[config.mk]
export PLATFORM = sky130hd
export DESIGN_NAME = idt_core
export DESIGN_NICKNAME = d
export VERILOG_FILES = /design/src/core/idt_pkg.sv /design/src/core/idt_core.sv /design/src/core/idt_field_decode.sv
export VERILOG_INCLUDE_DIRS = /design/src /design/src/core
export SDC_FILE = /design/constraint.sdc
export NUM_CORES = 1
export LEC_CHECK = 0
export BUFFER_PORTS_ARGS = -buffer_cell sky130_fd_sc_hd__buf_4
export CAP_MARGIN = 20
export CORE_MARGIN = 1
export CORE_UTILIZATION = 30
export DETAILED_ROUTE_END_ITERATION = 8
export GPL_TIMING_DRIVEN = 0
export PLACE_DENSITY = 0.53
export SETUP_SLACK_MARGIN = 0.2
export SYNTH_ARGS = -nofsm -noshare
export SYNTH_HDL_FRONTEND = slang
export SYNTH_SLANG_ARGS = --single-unit
[constraint.sdc]
create_clock -name clk -period 4.3 [get_ports clk]
set_clock_uncertainty 0.1 [all_clocks]
set_input_delay 0.86 -clock clk [delete_from_list [all_inputs] [get_ports clk]]
set_output_delay 0.86 -clock clk [all_outputs]
set_load 0.01 [all_outputs]
[src/core/idt_cfg.svh]
// constants for the instruction fetch and decode block
`ifndef IDT_CFG_SVH
`define IDT_CFG_SVH

`define IDT_OSC_PER_CYC 4
`define IDT_Q_LAST 2'h3
`define IDT_Q_STEP 2'h1
`define IDT_PC_W 20
`define IDT_PC_RESET 20'h00000
`define IDT_PC_ONE 20'h00001
`define IDT_PC_TWO 20'h00002

`define IDT_TOP 15:12
`define IDT_SUB 11:8
`define IDT_OPC 15:8
`define IDT_LO 7:0
`define IDT_D_BIT 9
`define IDT_A_BIT 8
`define IDT_B 11:9
`define IDT_PTR 5:4
`define IDT_KHI 3:0
`define IDT_N11 10:0
`define IDT_FF 11:0
`define IDT_S_CALL 8
`define IDT_S_RET 0
`define IDT_TBL_F 7:2
`define IDT_RET_F 7:1
`define IDT_M 1:0
`define IDT_EXT_HI 9:7

`define IDT_W2_MARK 4'hF
`define IDT_T_CTRL 4'h0
`define IDT_T_BYTE_LO 4'h1
`define IDT_T_BYTE_HI 4'h6
`define IDT_T_BYTE_SKIP 4'h6
`define IDT_T_BIT_LO 4'h7
`define IDT_T_BIT_HI 4'hB
`define IDT_T_BIT_SKIP 4'hA
`define IDT_T_MOVE2 4'hC
`define IDT_T_BRA 4'hD
`define IDT_T_MISC 4'hE
`define IDT_SUB_NONE 4'h0
`define IDT_SUB_CBR_HI 4'h7
`define IDT_SUB_EXT_HI 4'hB
`define IDT_SUB_CALL_HI 4'hD
`define IDT_SUB_PTR2 4'hE
`define IDT_SUB_GOTO 4'hF
`define IDT_TBL_RD 6'h02
`define IDT_TBL_WR 6'h03
`define IDT_RET_CODE 7'h09
`define IDT_IDX_LIM 8'h5F

`endif

[src/core/idt_pkg.sv]
// types shared by the instruction fetch and decode block
`include "idt_cfg.svh"
package idt_pkg;

    // nine kinds need four bits; K_NOP is code 0 so a cleared word is a nop
    typedef enum logic [3:0] {
        K_NOP, K_BYTE, K_BIT, K_LIT, K_CTRL, K_EXT, K_MOVE2, K_PTR2, K_JUMP2
    } idt_kind_t;

    typedef enum logic {
        PH_RUN, PH_SECOND
    } idt_phase_t;

    typedef struct packed {
        idt_kind_t kind;
        logic [7:0] op;
        logic two_word;
        logic lone2;
        logic cond;
        logic pc_chg;
        logic is_ret;
        logic is_rel;
        logic signed [10:0] rel_n;
        logic dest_acc;
        logic acc_sel;
        logic indexed;
        logic [11:0] file_addr;
        logic [2:0] bit_num;
        logic [11:0] lit;
        logic [1:0] ptr_sel;
        logic fast;
        logic [1:0] tbl_mode;
        logic [2:0] ext_op;
    } idt_dec_t;

    typedef struct packed {
        logic valid;
        idt_kind_t kind;
        logic [7:0] op;
        logic dest_acc;
        logic acc_sel;
        logic indexed;
        logic [11:0] file_addr;
        logic [11:0] word2;
        logic [2:0] bit_num;
        logic [11:0] lit;
        logic [1:0] ptr_sel;
        logic [19:0] target;
        logic fast;
        logic [1:0] tbl_mode;
        logic [2:0] ext_op;
        logic cond;
        logic pc_chg;
    } idt_out_t;

    typedef struct packed {
        logic [1:0] q;
        idt_phase_t ph;
        logic [19:0] pc;
        idt_dec_t f1;
        logic pend_chg;
        logic pend_cond;
        logic pend_ret;
        logic [19:0] pend_tgt;
        logic ext;
        idt_out_t out;
    } idt_state_t;
endpackage

[src/core/idt_core.sv]
// instruction fetch, decode and cycle timing
`timescale 1ns/10ps
module idt_core (
    input wire logic clk,
    input wire logic rst,
    input wire logic extended_set_enable,
    input wire logic [15:0] prog_data,
    input wire logic cond_true,
    input wire logic [`IDT_PC_W-1:0] stack_top,
    output logic [`IDT_PC_W-1:0] prog_addr,
    output logic [1:0] q_phase,
    output idt_pkg::idt_out_t issue
);
    idt_pkg::idt_state_t s_q;
    idt_pkg::idt_state_t s_d;
    idt_pkg::idt_dec_t dn;
    logic cyc_en;
    logic redirect;
    logic [`IDT_PC_W-1:0] redir_pc;

    idt_field_decode u_dec (
        .word(prog_data),
        .ext_en(s_q.ext),
        .dec(dn)
    );

    function automatic logic [`IDT_PC_W-1:0] rel_target(
        input logic [`IDT_PC_W-1:0] pc,
        input logic signed [10:0] n
    );
        rel_target = `IDT_PC_W'(pc + `IDT_PC_W'(n) + `IDT_PC_ONE);
    endfunction

    function automatic idt_pkg::idt_out_t fill_out(input idt_pkg::idt_dec_t d);
        idt_pkg::idt_out_t o;
        o = '0;
        o.valid = 1'b1;
        o.kind = d.kind;
        o.op = d.op;
        o.dest_acc = d.dest_acc;
        o.acc_sel = d.acc_sel;
        o.indexed = d.indexed;
        o.file_addr = d.file_addr;
        o.bit_num = d.bit_num;
        o.lit = d.lit;
        o.ptr_sel = d.ptr_sel;
        o.fast = d.fast;
        o.tbl_mode = d.tbl_mode;
        o.ext_op = d.ext_op;
        o.cond = d.cond;
        o.pc_chg = d.pc_chg;
        return o;
    endfunction

    assign cyc_en = s_q.q == `IDT_Q_LAST;
    // test true or pc change adds a cycle
    assign redirect = s_q.pend_chg || (s_q.pend_cond && cond_true);
    assign redir_pc = s_q.pend_ret ? stack_top : s_q.pend_tgt;

    always_comb begin
        s_d = s_q;
        s_d.q = s_q.q + `IDT_Q_STEP;
        s_d.out.valid = 1'b0;
        if (cyc_en) begin
            s_d.out = '0;
            s_d.out.valid = 1'b1;
            s_d.out.kind = idt_pkg::K_NOP;
            s_d.pend_chg = 1'b0;
            s_d.pend_cond = 1'b0;
            s_d.pend_ret = 1'b0;
            if (redirect) begin
                s_d.pc = redir_pc;
                s_d.ph = idt_pkg::PH_RUN;
            end else if (s_q.ph == idt_pkg::PH_SECOND) begin
                s_d.ph = idt_pkg::PH_RUN;
                s_d.pc = s_q.pc + `IDT_PC_ONE;
                // second word must carry the mark
                if (prog_data[`IDT_TOP] == `IDT_W2_MARK) begin
                    s_d.out = fill_out(s_q.f1);
                    s_d.out.word2 = prog_data[`IDT_FF];
                    if (s_q.f1.kind == idt_pkg::K_PTR2) begin
                        s_d.out.lit = {s_q.f1.lit[`IDT_KHI], prog_data[`IDT_LO]};
                    end
                    if (s_q.f1.kind == idt_pkg::K_JUMP2) begin
                        // taken two-word branch adds a nop cycle
                        s_d.out.target = {prog_data[`IDT_FF], s_q.f1.lit[`IDT_LO]};
                        s_d.out.pc_chg = 1'b1;
                        s_d.pend_chg = 1'b1;
                        s_d.pend_tgt = {prog_data[`IDT_FF], s_q.f1.lit[`IDT_LO]};
                    end
                end
            end else begin
                s_d.pc = s_q.pc + `IDT_PC_ONE;
                if (dn.two_word) begin
                    // first word, wait for the second
                    s_d.ph = idt_pkg::PH_SECOND;
                    s_d.f1 = dn;
                end else if (!dn.lone2) begin
                    s_d.out = fill_out(dn);
                    s_d.pend_cond = dn.cond;
                    s_d.pend_chg = dn.pc_chg;
                    s_d.pend_ret = dn.is_ret;
                    s_d.pend_tgt = dn.is_rel ? rel_target(s_q.pc, dn.rel_n)
                        : `IDT_PC_W'(s_q.pc + `IDT_PC_TWO);
                    s_d.out.target = s_d.pend_tgt;
                end
            end
        end
    end

    always_ff @(posedge clk) begin
        if (rst) begin
            s_q <= '0;
            s_q.pc <= `IDT_PC_RESET;
            // enable caught while reset is held
            s_q.ext <= extended_set_enable;
        end else begin
            s_q <= s_d;
        end
    end

    assign prog_addr = s_q.pc;
    assign q_phase = s_q.q;
    assign issue = s_q.out;

    AST_Q_PERIOD: assert property (@(posedge clk) disable iff (rst)
        cyc_en |=> !cyc_en [*3] ##1 cyc_en)
        else $error("instruction cycle is not four clocks");

    AST_BYTE_DEST: assert property (@(posedge clk) disable iff (rst)
        cyc_en && !redirect && s_q.ph == idt_pkg::PH_RUN && dn.kind == idt_pkg::K_BYTE
        |=> issue.valid && issue.kind == idt_pkg::K_BYTE
            && issue.dest_acc == !$past(prog_data[`IDT_D_BIT]))
        else $error("byte destination wrong");

    AST_BIT_FIELDS: assert property (@(posedge clk) disable iff (rst)
        cyc_en && !redirect && s_q.ph == idt_pkg::PH_RUN && dn.kind == idt_pkg::K_BIT
        |=> issue.bit_num == $past(prog_data[`IDT_B])
            && issue.file_addr[`IDT_LO] == $past(prog_data[`IDT_LO])
            && issue.acc_sel == $past(prog_data[`IDT_A_BIT]))
        else $error("bit op fields wrong");

    AST_LONE_SECOND: assert property (@(posedge clk) disable iff (rst)
        cyc_en && !redirect && s_q.ph == idt_pkg::PH_RUN
        && prog_data[`IDT_TOP] == `IDT_W2_MARK
        |=> issue.valid && issue.kind == idt_pkg::K_NOP)
        else $error("lone second word not a nop");

    AST_TWO_CYCLES: assert property (@(posedge clk) disable iff (rst)
        cyc_en && !redirect && s_q.ph == idt_pkg::PH_RUN && dn.two_word
        |=> s_q.ph == idt_pkg::PH_SECOND [*4] ##1 s_q.ph == idt_pkg::PH_RUN)
        else $error("double word not two cycles");

    AST_JUMP_THREE: assert property (@(posedge clk) disable iff (rst)
        cyc_en && !redirect && s_q.ph == idt_pkg::PH_SECOND
        && s_q.f1.kind == idt_pkg::K_JUMP2 && prog_data[`IDT_TOP] == `IDT_W2_MARK
        |=> issue.kind == idt_pkg::K_JUMP2 ##4 issue.valid && issue.kind == idt_pkg::K_NOP
            && prog_addr == $past(issue.target, 4))
        else $error("two-word branch timing wrong");

    AST_FLUSH_NOP: assert property (@(posedge clk) disable iff (rst)
        cyc_en && redirect
        |=> issue.valid && issue.kind == idt_pkg::K_NOP && prog_addr == $past(redir_pc))
        else $error("redirect slot not a nop");

    AST_SINGLE: assert property (@(posedge clk) disable iff (rst)
        cyc_en && !redirect && s_q.ph == idt_pkg::PH_RUN && !dn.two_word
        && !dn.cond && !dn.pc_chg
        |=> !s_q.pend_chg && !s_q.pend_cond ##3 !redirect)
        else $error("plain op stretched");

    AST_EXT_GATED: assert property (@(posedge clk) disable iff (rst)
        issue.valid && !s_q.ext |-> issue.kind != idt_pkg::K_EXT && !issue.indexed)
        else $error("extended op while disabled");

    AST_MARK: assert property (@(posedge clk) disable iff (rst)
        cyc_en && !redirect && s_q.ph == idt_pkg::PH_SECOND
        && prog_data[`IDT_TOP] != `IDT_W2_MARK
        |=> issue.kind == idt_pkg::K_NOP)
        else $error("unmarked second word executed");
endmodule // idt_core

[src/core/idt_field_decode.sv]
// combinational field decoder for one program word
`timescale 1ns/10ps
module idt_field_decode (
    input wire logic [15:0] word,
    input wire logic ext_en,
    output idt_pkg::idt_dec_t dec
);
    always_comb begin
        dec = '0;
        dec.kind = idt_pkg::K_NOP;
        dec.op = word[`IDT_OPC];
        dec.file_addr = {4'h0, word[`IDT_LO]};
        dec.acc_sel = word[`IDT_A_BIT];
        dec.bit_num = word[`IDT_B];
        dec.dest_acc = !word[`IDT_D_BIT];
        dec.lit = {4'h0, word[`IDT_LO]};
        dec.ptr_sel = word[`IDT_PTR];
        dec.tbl_mode = word[`IDT_M];
        dec.rel_n = word[`IDT_N11];
        if (word[`IDT_TOP] == `IDT_T_CTRL) begin
            if (word[`IDT_SUB] == `IDT_SUB_NONE) begin
                dec.kind = idt_pkg::K_CTRL;
                if (word[`IDT_RET_F] == `IDT_RET_CODE) begin
                    dec.pc_chg = 1'b1;
                    dec.is_ret = 1'b1;
                    dec.fast = word[`IDT_S_RET];
                end else if (word[`IDT_TBL_F] != `IDT_TBL_RD && word[`IDT_TBL_F] != `IDT_TBL_WR) begin
                    dec.kind = idt_pkg::K_NOP;
                end
            end else begin
                dec.kind = idt_pkg::K_LIT;
            end
        end else if (word[`IDT_TOP] >= `IDT_T_BYTE_LO && word[`IDT_TOP] <= `IDT_T_BYTE_HI) begin
            dec.kind = idt_pkg::K_BYTE;
            dec.cond = word[`IDT_TOP] == `IDT_T_BYTE_SKIP;
        end else if (word[`IDT_TOP] >= `IDT_T_BIT_LO && word[`IDT_TOP] <= `IDT_T_BIT_HI) begin
            dec.kind = idt_pkg::K_BIT;
            dec.cond = word[`IDT_TOP] >= `IDT_T_BIT_SKIP;
        end else if (word[`IDT_TOP] == `IDT_T_MOVE2) begin
            dec.kind = idt_pkg::K_MOVE2;
            dec.two_word = 1'b1;
            dec.file_addr = word[`IDT_FF];
        end else if (word[`IDT_TOP] == `IDT_T_BRA) begin
            dec.kind = idt_pkg::K_CTRL;
            dec.pc_chg = 1'b1;
            dec.is_rel = 1'b1;
        end else if (word[`IDT_TOP] == `IDT_T_MISC) begin
            if (word[`IDT_SUB] <= `IDT_SUB_CBR_HI) begin
                dec.kind = idt_pkg::K_CTRL;
                dec.cond = 1'b1;
                dec.is_rel = 1'b1;
                dec.rel_n = 11'(signed'(word[`IDT_LO]));
            end else if (word[`IDT_SUB] <= `IDT_SUB_EXT_HI) begin
                if (ext_en) begin
                    dec.kind = idt_pkg::K_EXT;
                    dec.ext_op = word[`IDT_EXT_HI];
                end
            end else if (word[`IDT_SUB] <= `IDT_SUB_CALL_HI) begin
                dec.kind = idt_pkg::K_JUMP2;
                dec.two_word = 1'b1;
                dec.fast = word[`IDT_S_CALL];
            end else begin
                dec.kind = word[`IDT_SUB] == `IDT_SUB_PTR2 ? idt_pkg::K_PTR2 : idt_pkg::K_JUMP2;
                dec.two_word = 1'b1;
            end
        end else begin
            dec.lone2 = 1'b1;
        end
        dec.indexed = ext_en && (dec.kind == idt_pkg::K_BYTE || dec.kind == idt_pkg::K_BIT)
            && !word[`IDT_A_BIT] && word[`IDT_LO] <= `IDT_IDX_LIM;
    end
endmodule // idt_field_decode

* Word level (Yosys, flattened, before mapping)
Index checks and enable logic that the tools add are counted.
Operators by class: equality and inequality tests 18, mux-type cells 90, add/sub/neg operators 5, order comparisons 9, reduce and logical (&&, ||, !) cells 16, bitwise gates (word level) 3
Operator list (count):
- $mux 84 | 3
- $mux 85 | 2
- $mux 12 | 11
- $mux 20 | 6
- $mux 23 | 3
- $mux 4 | 12
- $mux 21 | 2
- $mux 3 | 14
- $add 20x1->20 const B | 2
- $mux 1 | 31
- $eq 4x4->1 const B | 6
- $add 20x2->20 const B | 1
- $add 20x20->20 | 1
- $le 4x4->1 const B | 3
- $ne 6x2->1 const B | 2
- $mux 11 | 1
- $mux 2 | 5
- $eq 4x3->1 const B | 2
- $le 4x3->1 const B | 2
- $le 8x7->1 const B | 1
- $logic_not 4->1 | 2
- $eq 7x4->1 const B | 1
- $logic_and 1x1->1 | 7
- $reduce_and 6->1 | 1
- 14 further kinds | 20
Word-level totals: register bits 180, logic and storage cells 180, output and inout bits 107

* Logic depth before layout (Yosys ltp)
depth after elaboration 20, mapped depth 15

* Modules after synthesis
From an unflattened synthesis, not the netlist that was laid out.
Second synthesis, totals: cell total of the unflattened synthesis 1386, area, all modules 10760.3 µm²
Modules (own cells, without submodules):
- idt_core | area an instance 9954.5 µm², cells an instance 1267, instances 1, sequential area each 3693.5 µm²
- idt_field_decode | area an instance 805.8 µm², cells an instance 119, instances 1, sequential area each 0.0 µm²

* Worst setup path before layout
Ideal clock, no wire load.
path kind input to register, start in prog_data[14], end reg s_q[103] (netlist bit), stages 12, arrival 3.362 ns, required time 4.112 ns, path buffers 1, setup slack 0.750 ns, cell sequence buf_4 -> nand2_1 -> o41ai_1 -> nand2_1 -> ha_1 -> and2_1 -> a221oi_1 -> a221o_1 -> nand2_1 -> o21ai_0 -> nand3b_1 -> a311oi_2
On the way: cells in the longest elaborated chain, start to end 13, elaborated cells on any way between the ends 36, classes of those cells add/sub: 2; order compare: 4; eq/ne: 7; mux: 19; reduce/logical: 4
Ends and longest elaborated chain:
- start: declaration | line idt_core.sv:7 | input wire logic [15:0] prog_data,
- $eq 4x4->1 (no source line)
- $mux 12 | line idt_field_decode.sv:47 | end else if (word[`IDT_TOP] == `IDT_T_MISC) begin
- $mux 11 | line idt_field_decode.sv:43 | end else if (word[`IDT_TOP] == `IDT_T_BRA) begin
- $mux 12 | line idt_field_decode.sv:39 | end else if (word[`IDT_TOP] == `IDT_T_MOVE2) begin
- $mux 12 | line idt_field_decode.sv:36 | end else if (word[`IDT_TOP] >= `IDT_T_BIT_LO && word[`IDT_TOP] <= `IDT_T_BIT_HI) begin
- $mux 12 | line idt_field_decode.sv:33 | end else if (word[`IDT_TOP] >= `IDT_T_BYTE_LO && word[`IDT_TOP] <= `IDT_T_BYTE_HI) begin
- $mux 12 | line idt_field_decode.sv:20 | if (word[`IDT_TOP] == `IDT_T_CTRL) begin
- $add 20x20->20 | line idt_core.sv:31 | rel_target = `IDT_PC_W'(pc + `IDT_PC_W'(n) + `IDT_PC_ONE);
- $add 20x1->20 (no source line)
- $mux 20 | line idt_core.sv:103 | s_d.pend_tgt = dn.is_rel ? rel_target(s_q.pc, dn.rel_n)
- $mux 23 | line idt_core.sv:98 | end else if (!dn.lone2) begin
- $mux 23 | line idt_core.sv:94 | if (dn.two_word) begin
- $mux 20 | line idt_core.sv:74 | end else if (s_q.ph == idt_pkg::PH_SECOND) begin
- end: declaration | line idt_core.sv:14 | idt_pkg::idt_state_t s_q;
Several ways; a longest one is shown, not always the timed one. The select of a mux whose other input is x is not followed. A chain may end at the register's enable or synchronous reset.

* Worst setup path after layout
start in prog_data[7], end reg s_q (netlist bit issue[22])
On the way: cells in the longest elaborated chain, start to end 14
Ends and longest elaborated chain:
- $mux 12 | line idt_field_decode.sv:48 | if (word[`IDT_SUB] <= `IDT_SUB_CBR_HI) begin
- $mux 12 | line idt_field_decode.sv:47
- $mux 11 | line idt_field_decode.sv:43
- $mux 12 | line idt_field_decode.sv:39
- $mux 12 | line idt_field_decode.sv:36
- $mux 12 | line idt_field_decode.sv:33
- $mux 12 (*) | line idt_field_decode.sv:20
- $add 20x20->20 (*) | line idt_core.sv:31
- $add 20x1->20 (no source line) (*)
- $mux 20 (*) | line idt_core.sv:103
- $mux 84 (*) | line idt_core.sv:98
- $mux 84 (*) | line idt_core.sv:94
- $mux 85 (*) | line idt_core.sv:74
- $mux 85 (*) | line idt_core.sv:71 | if (redirect) begin
Mark *: on every way between the ends. The rest lies on a longest branch, timed or not.

==> impl_metrics.sql <==
INSERT INTO impl_metrics (metric_group, metric, value, unit) VALUES
('run_status', 'status', 'complete, but fails checks', ''),
('run_status', 'violations', 'DRC', ''),
('finish', 'finalInstanceArea', '11700', 'um^2'),
('synth', 'synth_compound_area_share', '24.55', '%'),
('sta', 'totalNegativeSetupSlack', '0', 'ns'),
('synth', 'post_synth_inst_count', '1224', ''),
('worst_setup_path', 'crit_chain', 'buf_4 -> clkbuf_1 -> nand3_1 -> nand2_2 -> ha_1 -> clkbuf_1 -> a21oi_1 -> o21ai_0 -> a21o_1 -> a41oi_1 -> xnor2_1 -> a22oi_1 -> o22ai_1', ''),
('worst_setup_path', 'worstPathRequired', '4.49', 'ns'),
('route', 'ant_nets', '0', ''),
('worst_setup_path', 'cp_capture_point', 'issue[22]', ''),
('finish', 'post_route_cells_drive_above_1_share', '23.66', '%'),
('pwr', 'powerDensity', '302.0', 'nW/um^2'),
('worst_setup_path', 'critPathLaunchType', 'input port', ''),
('place', 'gp_congestion', '0.9312', ''),
('synth', 'synth_sequential_area_ratio', '32.99', '%'),
('place', 'postPlaceCellArea', '11070', 'um^2'),
('finish', 'instances_no_fill', '1796', ''),
('clock_tree', 'tritoncts', 'done', ''),
('synth', 'xor_xnor_portion_of_the_synthesized_cell_area', '2.398', '%'),
('worst_setup_path', 'critPathCaptureType', 'register', ''),
('route', 'detail_route.drc_violations', '20', ''),
('global_routing', 'grt_max_degree', '19', ''),
('sta', 'timing.final.hold_violations', '0', ''),
('route', 'detail_route.first_pass.iterations', '9', ''),
('floorplan', 'pin_count', '147', ''),
('route', 'routed_wire_length_per_instance', '22.15', 'um'),
('finish', 'finish.net_count', '1450', ''),
('floorplan', 'die_width', '179.9', 'um'),
('worst_setup_path', 'worst_path_most_repeated_cell', 'clkbuf_1', ''),
('sta', 'maxSlewViolCount', '0', ''),
('worst_setup_path', 'regToRegSetupSlack', '0.99', 'ns'),
('worst_setup_path', 'criticalPathCategory', 'in -> reg', ''),
('route', 'postRouteWirelength', '39790', 'um'),
('synth', 'synth_top_family_by_area', 'compound AO/OA/AOI/OAI gates', ''),
('place', 'detailedPlace.worstSlack', '-0.1130', 'ns'),
('synth', 'mappedNetlistArea', '9497', 'um^2'),
('global_routing', 'all_layer_gr_usage', '24.62', '%'),
('sta', 'setup_slack', '0.4548', 'ns'),
('sta', 'holdWs', '0.3552', 'ns'),
('worst_setup_path', 'worst_path_max_delay_cell', 'clkbuf_1', ''),
('sta', 'max_freq', '260.1', 'MHz'),
('synth', 'synth-main-ff-cell', 'dfxtp_1', ''),
('sta', 'rsz0062_at_grt', 'no', ''),
('pwr', 'power.total', '3.533', 'mW'),
('worst_setup_path', 'worstPathArrival', '4.04', 'ns'),
('route', 'avgViaCountPerCell', '5.542', ''),
('synth', 'synth_fa_ha_area_share', '3.241', '%'),
('finish', 'utilization', '37.94', '%'),
('global_routing', 'grt_first_pass_wirelength', '60340', 'um'),
('route', 'routed-via-count', '9954', ''),
('finish', 'relative_area_change_from_synthesis_to_final_layout', '23.16', '%'),
('pwr', 'ir_drop', '0.2959', 'mV'),
('worst_hold_path', 'min_from', 'q_phase[0]', ''),
('sta', 'post-route-period-util', '89.42', '%'),
('sta', 'worst_slew_pin_slew', '1.026', 'ns'),
('synth', 'synth-seq-cells', '156', ''),
('clock_tree', 'clock-sinks', '156', ''),
('synth', 'synthSimpleGateAreaFrac', '20.65', '%'),
('synth', 'synth_edf_count', '1', ''),
('route', 'first_iter_violations', '1034', ''),
('clock_tree', 'htree_num_levels', '4', ''),
('floorplan', 'floorplan.die.height', '179.9', 'um'),
('floorplan', 'initial_utilization', '30.80', '%'),
('sta', 'slew_headroom', '31.60', '%'),
('place', 'sum_of_net_half_perimeters_after_detailed_placement', '29790', 'um'),
('place', 'port-buffer-count', '143', ''),
('floorplan', 'num_rows', '64', ''),
('worst_setup_path', 'rr_startpoint', 'prog_addr[0]', ''),
('clock_tree', 'cts.clk_slew.worst_paths', '0.07', 'ns'),
('place', 'place_inst', '1763', ''),
('pwr', 'static-leakage-power', '4.834', 'nW');
-- critical path: cells and delay by family --
| family | cells | cell delay (ns) |
|---|---|---|
| AOI/OAI and AO/OA | 6 | 1.29 |
| xor gates and xnor gates | 1 | 0.11 |
| adders and majority gates | 1 | 0.27 |
| buffers and inverters | 3 | 0.93 |
| and+or+nand+nor | 2 | 0.56 |
-- how the worst min path moves through the flow --
stage                             to  cells past startpoint
after CTS                 q_phase[0]                      1
after detailed placement  q_phase[0]                      1
after floorplan           q_phase[0]                      1
after global routing      q_phase[0]                      1
final                     q_phase[0]                      1
after global placement    q_phase[0]                      1
-- where the power goes --
group	leakage (nW)	total (mW)	internal, mW	switching, mW
clock	0.302	1.63	0.845	0.785
sequential	1.26	1.49	1.47	0.0184
combinational	3.27	0.417	0.142	0.275
total	4.83	3.53	2.45	1.08
-- registers in the layout, summed over array words and instances, names as in the netlist --
register   flops
issue         77
s_q           56
prog_addr     20
q_phase        2
s_d            1
-- synthesized netlist by cell type, types with 11 or more instances --
cell type | count | area share, %
and3_1 | 12 | 0.79
a211oi_1 | 32 | 2.5
buf_2 | 17 | 0.90
o22ai_1 | 11 | 0.72
o211ai_1 | 13 | 1.0
xnor2_1 | 13 | 1.2
nand2_1 | 147 | 5.8
dfxtp_1 | 155 | 33
mux2i_1 | 25 | 2.6
nand4_1 | 14 | 0.92
xor2_1 | 13 | 1.2
nor2_1 | 155 | 6.1
a21oi_1 | 113 | 6.0
buf_4 | 114 | 9.0
nand3_1 | 22 | 1.2
o21ai_0 | 44 | 2.3
a22oi_1 | 57 | 4.5
ha_1 | 23 | 3.0
and2_1 | 12 | 0.79
nor2b_1 | 11 | 0.72
clkbuf_1 | 55 | 2.2
nor3_1 | 20 | 1.1
-- area by class of cell --
type,instances,area (um^2),area share [%]
tap,396,495.5,4.236
clock inverter,15,192.7,1.647
clock buffer,17,425.4,3.637
inverter,11,41.29,0.3530
timing repair buffer,143,1074,9.178
multi-input combinational,862,5144,43.98
antenna,1,2.502,0.02139
sequential,156,3133,26.79
buffer,195,1189,10.16
-- cells by family (layout without fill, tap and decap cells) --
| family | after synthesis | after routing |
|---|---|---|
| compound gates | 351 | 351 |
| mux | 30 | 30 |
| fa+ha+maj | 24 | 24 |
| flops | 156 | 156 |
| other cells | 0 | 1 |
| simple gates | 431 | 431 |
| buf+inv | 206 | 381 |
| xor+xnor | 26 | 26 |
-- cell usage in the layout (no fill, tap or decap), drive strengths merged, types with 14 or more instances in the layout --
cell type / Yosys / final
a211oi: 33 / 33
a21oi: 114 / 114
a22oi: 57 / 57
and3: 14 / 14
buf: 140 / 283
clkbuf: 55 / 72
dfxtp: 155 / 155
ha: 23 / 23
inv: 11 / 20
mux2i: 25 / 25
nand2: 147 / 147
nand3: 22 / 22
nand4: 15 / 15
nor2: 157 / 157
nor3: 21 / 21
o21ai: 47 / 47
-- what timing repair did --
| action | CTS | global route |
|---|---|---|
| endpoints found under the setup margin | 0 | 10 |
| endpoints found under the hold margin | 0 | 0 |
| hold buffers | 0 | 0 |
| gates resized for setup | 0 | 2 |
-- metal layers --
| layer | vias up | wire [um] | global-route usage (%) |
|---|---|---|---|
| li1 | 4610 | - | - |
| met2 | 482 | 17900 | 38.69 |
| met3 | 56 | 2923 | 3.849 |
| met4 | 0 | 892 | 7.655 |
| met5 | - | 0 | 0 |
| met1 | 4806 | 18070 | 34.32 |
(Power assumes the default switching activity.)
